[config.mk]
export PLATFORM = sky130hd
export DESIGN_NAME = system_time_counter_compare
export DESIGN_NICKNAME = d
export VERILOG_FILES = /design/src/stcc_pkg.sv /design/src/system_time_counter_compare.sv /design/src/time_tick_divider.sv
export SDC_FILE = /design/constraint.sdc
export NUM_CORES = 1
export LEC_CHECK = 0
export BUFFER_PORTS_ARGS = -buffer_cell sky130_fd_sc_hd__buf_2
export CORE_AREA = 5 5 123 125
export CTS_BUF_LIST = sky130_fd_sc_hd__clkbuf_4
export CTS_CLUSTER_SIZE = 8
export DETAILED_ROUTE_END_ITERATION = 16
export DIE_AREA = 0 0 128 130
export PLACE_DENSITY = 0.69
export SLEW_MARGIN = 40
export SYNTH_ARGS = -nofsm -noshare
export SYNTH_HDL_FRONTEND = slang
export SYNTH_SLANG_ARGS = --single-unit
export TNS_END_PERCENT = 5
[constraint.sdc]
create_clock -name I_SYS_CLK -period 2.45 [get_ports I_SYS_CLK]
set_clock_uncertainty 0.05 [all_clocks]
set_input_delay 0.49 -clock I_SYS_CLK [delete_from_list [all_inputs] [get_ports I_SYS_CLK]]
set_output_delay 0.49 -clock I_SYS_CLK [all_outputs]
set_load 0.01 [all_outputs]
[src/stcc_pkg.sv]
// Shared constants and types for the system time counter and compare unit
`default_nettype none
package stcc_pkg;

   // ************************************************************
   // Widths
   // ************************************************************
   localparam int unsigned TIME_W = 64;
   localparam int unsigned DIV_W  = 16;

   // ************************************************************
   // Build options and reset values
   // ************************************************************
   localparam bit          INTERNAL_TIME_COUNTER_ENABLE_DEF = 1'b0;
   localparam bit          INTERNAL_COMPARE_IRQ_ENABLE_DEF  = 1'b0;
   localparam logic [15:0] TIME_TICK_DIVIDER_DEF            = 16'h0064;
   localparam logic [63:0] TIME_RESET                       = 64'h0000_0000_0000_0000;
   localparam logic [63:0] CMP_RESET                        = 64'hFFFF_FFFF_FFFF_FFFF;
   localparam logic [63:0] TIME_ONE                         = 64'h0000_0000_0000_0001;
   localparam logic [15:0] DIV_RESET                        = 16'h0000;
   localparam logic [15:0] DIV_ONE                          = 16'h0001;

   // ************************************************************
   // Carriers
   // ************************************************************
   typedef struct packed {
      logic        wr;
      logic [63:0] value;
   } cmp_write_t;

   typedef struct packed {
      logic [63:0] time_value;
      logic        timer_irq;
   } core_time_t;

endpackage : stcc_pkg
`default_nettype wire

[src/system_time_counter_compare.sv]
// System time counter with optional compare interrupt for one processor core
`default_nettype none
`timescale 1ns/10ps

// What this block does
// - An optional 64-bit free-running time counter serves as time base for the core and the system.
// - The counter is off by default and counts only when its build option enables it.
// - With the counter enabled its value is driven on the 64-bit time output.
// - With the counter disabled the core time is taken from the 64-bit time input, which the far side drives.
// - An optional 64-bit compare register, when enabled, drives the core timer interrupt from its match.
// - With compare disabled the timer interrupt input pin, driven by the far side, feeds the core timer interrupt.
// - Compare works on imported time as well as internal time, so cores sharing time get independent interrupts.
// - With counter disabled and compare enabled the interrupt is made here against the received time.
module system_time_counter_compare #(
   parameter bit          INTERNAL_TIME_COUNTER_ENABLE = stcc_pkg::INTERNAL_TIME_COUNTER_ENABLE_DEF,
   parameter bit          INTERNAL_COMPARE_IRQ_ENABLE  = stcc_pkg::INTERNAL_COMPARE_IRQ_ENABLE_DEF,
   parameter logic [15:0] TIME_TICK_DIVIDER            = stcc_pkg::TIME_TICK_DIVIDER_DEF
) (
   input  wire logic                   I_SYS_CLK,
   input  wire logic                   I_RST,
   input  wire logic [63:0]            I_TIME_COUNT_IN,
   input  wire logic                   I_EXTERNAL_TIMER_IRQ_IN,
   input  wire stcc_pkg::cmp_write_t   I_CMP_WRITE,
   output logic [63:0]                 O_TIME_COUNT_OUT,
   output logic [63:0]                 O_CMP_VALUE,
   output stcc_pkg::core_time_t        O_CORE
);
   import stcc_pkg::*;

   // ************************************************************
   // State
   // ************************************************************
   logic [TIME_W-1:0] counter;
   logic [TIME_W-1:0] core_time;
   logic [TIME_W-1:0] cmp;
   logic              irq;
   logic              irq_sync1;
   logic              irq_sync2;
   logic              irq_sync3;
   logic              ext_irq_level;

   wire               tick;
   wire               counter_on;
   wire               compare_on;
   wire [TIME_W-1:0]  next_counter;
   wire [TIME_W-1:0]  next_core_time;
   wire               cmp_hit;
   wire               ext_irq_agree;
   wire               next_irq;

   assign counter_on = INTERNAL_TIME_COUNTER_ENABLE;
   assign compare_on = INTERNAL_COMPARE_IRQ_ENABLE;

   // ************************************************************
   // Time base
   // ************************************************************
   time_tick_divider #(
      .DIVIDE    (TIME_TICK_DIVIDER)
   ) u_divider (
      .I_SYS_CLK (I_SYS_CLK),
      .I_RST     (I_RST),
      .i_enable  (counter_on),
      .o_tick    (tick)
   );

   assign next_counter = counter + TIME_ONE;

   always_ff @(posedge I_SYS_CLK) begin
      if (I_RST || !counter_on) begin
         counter <= TIME_RESET;
      end else if (tick) begin
         counter <= next_counter;
      end
   end

   // Only one time source feeds the core; the disabled one is ignored
   assign next_core_time = counter_on ? counter : I_TIME_COUNT_IN;

   always_ff @(posedge I_SYS_CLK) begin
      if (I_RST) begin
         core_time        <= TIME_RESET;
         O_TIME_COUNT_OUT <= TIME_RESET;
      end else begin
         core_time        <= next_core_time;
         O_TIME_COUNT_OUT <= counter_on ? counter : TIME_RESET;
      end
   end

   // ************************************************************
   // Compare register
   // ************************************************************
   // Reset to the far future so no interrupt fires before software sets it
   always_ff @(posedge I_SYS_CLK) begin
      if (I_RST) begin
         cmp <= CMP_RESET;
      end else if (I_CMP_WRITE.wr) begin
         cmp <= I_CMP_WRITE.value;
      end
   end

   // ************************************************************
   // Timer interrupt pin synchroniser
   // ************************************************************
   // The first stage feeds only the second; the level moves when stages two and three agree
   assign ext_irq_agree = (irq_sync2 == irq_sync3);

   always_ff @(posedge I_SYS_CLK) begin
      if (I_RST) begin
         irq_sync1     <= 1'b0;
         irq_sync2     <= 1'b0;
         irq_sync3     <= 1'b0;
         ext_irq_level <= 1'b0;
      end else begin
         irq_sync1 <= I_EXTERNAL_TIMER_IRQ_IN;
         irq_sync2 <= irq_sync1;
         irq_sync3 <= irq_sync2;
         if (ext_irq_agree) begin
            ext_irq_level <= irq_sync3;
         end
      end
   end

   // ************************************************************
   // Interrupt selection
   // ************************************************************
   // Compare uses core_time whatever its source, so imported time works too
   assign cmp_hit  = (core_time >= cmp);
   assign next_irq = compare_on ? cmp_hit : ext_irq_level;

   // Level style: the line stays high until compare is rewritten past the time
   always_ff @(posedge I_SYS_CLK) begin
      if (I_RST) begin
         irq <= 1'b0;
      end else begin
         irq <= next_irq;
      end
   end

   assign O_CORE.time_value = core_time;
   assign O_CORE.timer_irq  = irq;
   assign O_CMP_VALUE       = cmp;

   // ************************************************************
   // Checks
   // ************************************************************
   AST_COUNT_STEP: assert property (@(posedge I_SYS_CLK) disable iff (I_RST)
      (counter_on && tick) |=> (counter == $past(counter) + TIME_ONE))
      else $error("time counter did not step on a tick");

   AST_COUNT_HOLD: assert property (@(posedge I_SYS_CLK) disable iff (I_RST)
      (counter_on && !tick) |=> (counter == $past(counter)))
      else $error("time counter moved without a tick");

   AST_COUNT_OFF: assert property (@(posedge I_SYS_CLK) disable iff (I_RST)
      !counter_on |-> (counter == TIME_RESET && O_TIME_COUNT_OUT == TIME_RESET))
      else $error("disabled time counter is not idle");

   AST_TIME_OUT: assert property (@(posedge I_SYS_CLK) disable iff (I_RST)
      counter_on |=> (O_TIME_COUNT_OUT == $past(counter)))
      else $error("time output does not follow the counter");

   AST_TIME_IN: assert property (@(posedge I_SYS_CLK) disable iff (I_RST)
      !counter_on |=> (O_CORE.time_value == $past(I_TIME_COUNT_IN)))
      else $error("core time does not follow the time input");

   AST_CMP_IRQ: assert property (@(posedge I_SYS_CLK) disable iff (I_RST)
      compare_on |=> (O_CORE.timer_irq == ($past(core_time) >= $past(cmp))))
      else $error("timer interrupt does not match the compare result");

   // The own counter steps at most once a cycle, so a write two past the time must release the line
   AST_CMP_LATER: assert property (@(posedge I_SYS_CLK) disable iff (I_RST)
      (compare_on && counter_on && I_CMP_WRITE.wr && I_CMP_WRITE.value > core_time + TIME_ONE)
      |=> ##1 !O_CORE.timer_irq)
      else $error("timer interrupt not released after compare moved later");

   AST_EXT_IRQ: assert property (@(posedge I_SYS_CLK) disable iff (I_RST)
      (!compare_on && ext_irq_agree) |=> ##1 (O_CORE.timer_irq == $past(irq_sync3, 2)))
      else $error("timer interrupt does not follow the pin");

   AST_CMP_WRITE: assert property (@(posedge I_SYS_CLK) disable iff (I_RST)
      I_CMP_WRITE.wr |=> (O_CMP_VALUE == $past(I_CMP_WRITE.value)))
      else $error("compare register missed a write");

   AST_CMP_HOLD: assert property (@(posedge I_SYS_CLK) disable iff (I_RST)
      !I_CMP_WRITE.wr |=> (O_CMP_VALUE == $past(O_CMP_VALUE)))
      else $error("compare register changed without a write");

   // Imported time reaches the compare one edge after it stands on the input, and the timer interrupt two edges after
   AST_IMPORT_IRQ: assert property (@(posedge I_SYS_CLK) disable iff (I_RST)
      (compare_on && !counter_on) |=> ##1 (O_CORE.timer_irq == ($past(I_TIME_COUNT_IN, 2) >= $past(cmp))))
      else $error("timer interrupt does not follow the imported time");

   AST_CORE_TIME_OWN: assert property (@(posedge I_SYS_CLK) disable iff (I_RST)
      counter_on |=> (O_CORE.time_value == $past(counter)))
      else $error("core time does not follow the own counter");

   AST_NO_TICK_OFF: assert property (@(posedge I_SYS_CLK) disable iff (I_RST)
      !counter_on |-> !tick)
      else $error("divider ticks while the counter is off");

   // A divide of zero or one ticks every cycle, so only longer divides are checked
   AST_TICK_GAP: assert property (@(posedge I_SYS_CLK) disable iff (I_RST)
      (TIME_TICK_DIVIDER > DIV_ONE && tick) |=> !tick)
      else $error("divider ticked on two cycles in a row");

   AST_RESET_STATE: assert property (@(posedge I_SYS_CLK) disable iff (I_RST)
      $past(I_RST) |-> (counter == TIME_RESET && O_CORE.time_value == TIME_RESET
                        && !O_CORE.timer_irq && O_CMP_VALUE == CMP_RESET))
      else $error("state after reset is not the reset state");

   AST_SYNC_WAIT: assert property (@(posedge I_SYS_CLK) disable iff (I_RST)
      (irq_sync2 != irq_sync3) |=> (ext_irq_level == $past(ext_irq_level)))
      else $error("pin level moved before the synchroniser settled");

   AST_SYNC_TAKE: assert property (@(posedge I_SYS_CLK) disable iff (I_RST)
      (irq_sync2 == irq_sync3) |=> (ext_irq_level == $past(irq_sync3)))
      else $error("pin level not taken once the synchroniser agreed");

endmodule : system_time_counter_compare
`default_nettype wire

[src/time_tick_divider.sv]
// Core clock divider giving a one-cycle tick enable
`default_nettype none
`timescale 1ns/10ps
module time_tick_divider #(
   parameter logic [15:0] DIVIDE = stcc_pkg::TIME_TICK_DIVIDER_DEF
) (
   input  wire logic I_SYS_CLK,
   input  wire logic I_RST,
   input  wire logic i_enable,
   output logic      o_tick
);
   import stcc_pkg::*;

   logic [DIV_W-1:0] cnt;
   wire              last_cycle;

   // A divide of zero behaves as one so the tick never stalls
   assign last_cycle = (DIVIDE <= DIV_ONE) || (cnt == DIVIDE - DIV_ONE);
   assign o_tick     = i_enable && last_cycle;

   always_ff @(posedge I_SYS_CLK) begin
      if (I_RST || !i_enable || last_cycle) begin
         cnt <= DIV_RESET;
      end else begin
         cnt <= cnt + DIV_ONE;
      end
   end

endmodule : time_tick_divider
`default_nettype wire
==> impl_metrics.tcl <==
set metrics [dict create \
    min_from "I_CMP_WRITE[4]" \
    root_buffer "clkbuf_4" \
    antenna_found_initial 2 \
    start_util_pct 34.9 \
    endpoint_kind "output port" \
    rsz0062_at_grt "false" \
    syn-cell-area_um2 4810 \
    cp_num_buf_inv 1 \
    cpMaxStageDelayCell "dfxtp_1" \
    setup_viol 0 \
    grt_pass1_vias 3403 \
    fin_crit_sh_pct 63.3 \
    ir_drop_mv 0.437 \
    drive_above_1_share_pct 43.1 \
    drt_first_pass_iters 4 \
    clkSinkCount 133 \
    yosysTopAreaCell "dfxtp_1" \
    gr-total-overflow 0 \
    critPathTopFamily "flip-flops" \
    worst-path-max-fanout 2 \
    path_class "flop to output port" \
    synth.distinct_cells 14 \
    avgSynthCellArea_um2 11.3 \
    final-hold-violation-count 0 \
    die_x_um 128 \
    post_cts_buffers 0 \
    synthFlopType "dfxtp_1" \
    ctsLongestPathBuffers 2 \
    via_per_inst 4.06 \
    routed_wl_mm 12.3 \
    synthArstFlopShare_pct 0 \
    min_to "O_CMP_VALUE[4]" \
    reg2reg_to "O_CMP_VALUE[5]" \
    wire_per_inst_um 14.1 \
    insertion_delay_ns 0.52 \
    fin_nets 815 \
    die_area_um2 16600 \
    reg2reg_slack_ns 1.60 \
    max_cap_viol_count 0 \
    dr.first_iter.drc_count 83 \
    worstHoldPathCells 2 \
    fin_cells 877 \
    ctsHoldBuffers 0 \
    ys_warn_count 0 \
    powerDensity_nw_per_um2 679 \
    worstPathCellList "buf_2" \
    synth-seq-cells 133 \
    grt_pass1_wl_mm 17.9 \
    htree_levels 4 \
    timing.rr.start "O_CMP_VALUE[5]" \
    synth_area_leaders "dfxtp_1, nor2b_1, a211o_1" \
    p_leak_nw 3.04 \
    startpoint_type "flop" \
    drc 0 \
    antenna_left 0 \
    yosys-top-cells-count "dfxtp_1, nor2b_1, buf_4" \
    netlist_instances 426 \
    fmax_mhz 645 \
    grt_max_degree 67 \
    synth_top_area_share_pct 55.3 \
    relSlewSlack_pct 56.2 \
    area_delta_synth_final_pct 28.3 \
    yosysMostFrequentCell "dfxtp_1" \
    drv_slew 0 \
    ios 325 \
    hold_class "input pin to flop" \
    r2r_cells 2 \
    dieHeight_um 130 \
    outcome "finished, final reports clean" \
    dp.cells 844 \
    seq_area_frac_synth_pct 55.3 \
    rows 43 \
    arrival_ns 1.01 \
    dp_hpwl_mm 9.55 \
    cts_inserted_buffers 17 \
    grt_use_total_pct 14.3 \
    fin_crit_ns 1.55 \
    synth_edf_count 0 \
    io_buffers 260 \
    cts_resized 0 \
    cp.required_ns 1.91 \
    fin_tns_setup_ns 0 \
    core_um2 13800 \
    num_vias 3557 \
    place_congestion 0.731 \
    cts_tree "yes" \
    clk_pin_slew_ns 0.12 \
    tightest_slew_ns 0.658 \
    slowest_delay_ns 0.35 \
]
[metal layers]
layer / share of wire (%) / global-route usage, %
met5: 0.16 / 0
met4: 3.8 / 8.36
met2: 48 / 23.3
met3: 12 / 7.61
met1: 36 / 14.6
[worst max-delay path by stage]
stage / startpoint / to / slack (ns) / cells after the start
finish: O_CMP_VALUE[5] / O_CMP_VALUE[5] / 0.90 / 1
global placement: I_CMP_WRITE[64] / O_CMP_VALUE[55] / 0.71 / 4
floorplan: I_CMP_WRITE[64] / O_CMP_VALUE[10] / 1.18 / 4
global route: O_CMP_VALUE[6] / O_CMP_VALUE[6] / 0.77 / 1
CTS: core_time[58] / O_CORE[59] / 0.81 / 1
detailed placement: I_CMP_WRITE[64] / O_CMP_VALUE[51] / 0.68 / 4
[cell usage in the layout (no fill, tap or decap), drive strengths merged]
cell | Yosys | routed
buf | 88 | 268
dfxtp | 133 | 133
nor2b | 131 | 131
a211o | 64 | 64
conb | 1 | 64
clkbuf | 5 | 18
clkinv | 0 | 7
inv | 0 | 4
clkinvlp | 0 | 3
diode | 0 | 1
and2b | 1 | 1
nand2 | 1 | 1
o21ai | 1 | 1
a21oi | 1 | 1
[metrics by stage]
stage / worst slack [ns] / util, % / instance area (um^2) / power, W / hold WS (ns)
6_report: 0.899 / 44.8 / 6180 / 0.00419 / 0.108
2_1_floorplan: 1.18 / - / 5050 / 0.00280 / 0.364
4_1_cts: 0.815 / 44.8 / 6170 / 0.00428 / 0.0437
3_5_place_dp: 0.681 / 43.1 / 5940 / 0.00298 / 0.385
5_1_grt: 0.774 / 44.8 / 6180 / 0.00445 / 0.0367
3_3_place_gp: 0.711 / 43.1 / 5940 / 0.00298 / 0.384
[flip-flops by register name, summed over array words and instances, names as in the netlist]
register	flops
core_time	64
irq	1
O_CMP_VALUE	64
ext_irq_level	1
irq_sync1	1
irq_sync3	1
irq_sync2	1
[power by group]
group          total (W)  internal (W)  switching [W]
sequential       0.00234       0.00229      0.0000416
combinational   0.000593      0.000283       0.000310
clock            0.00127      0.000419       0.000847
[logic make-up (layout without fill, tap and decap cells)]
| family | after synthesis | after routing | share of synthesized area (%) |
|---|---|---|---|
| AOI/OAI and AO/OA | 66 | 66 | 11.9 |
| other | 1 | 65 | 0.0779 |
| and+or+nand+nor | 133 | 133 | 17.3 |
| DFF | 133 | 133 | 55.3 |
| buffers and inverters | 93 | 300 | 15.4 |
[cell type report]
class                   count  area [um^2]
clock buffers              18          135
fillers                  1434         7600
well taps                 180          225
clock inverters            14          103
repair buffers            268         1400
flip-flops and latches    133         2660
multi-input cells         263         1640
diodes                      1         2.50
No activity file was read; power rests on OpenSTA's default activity.
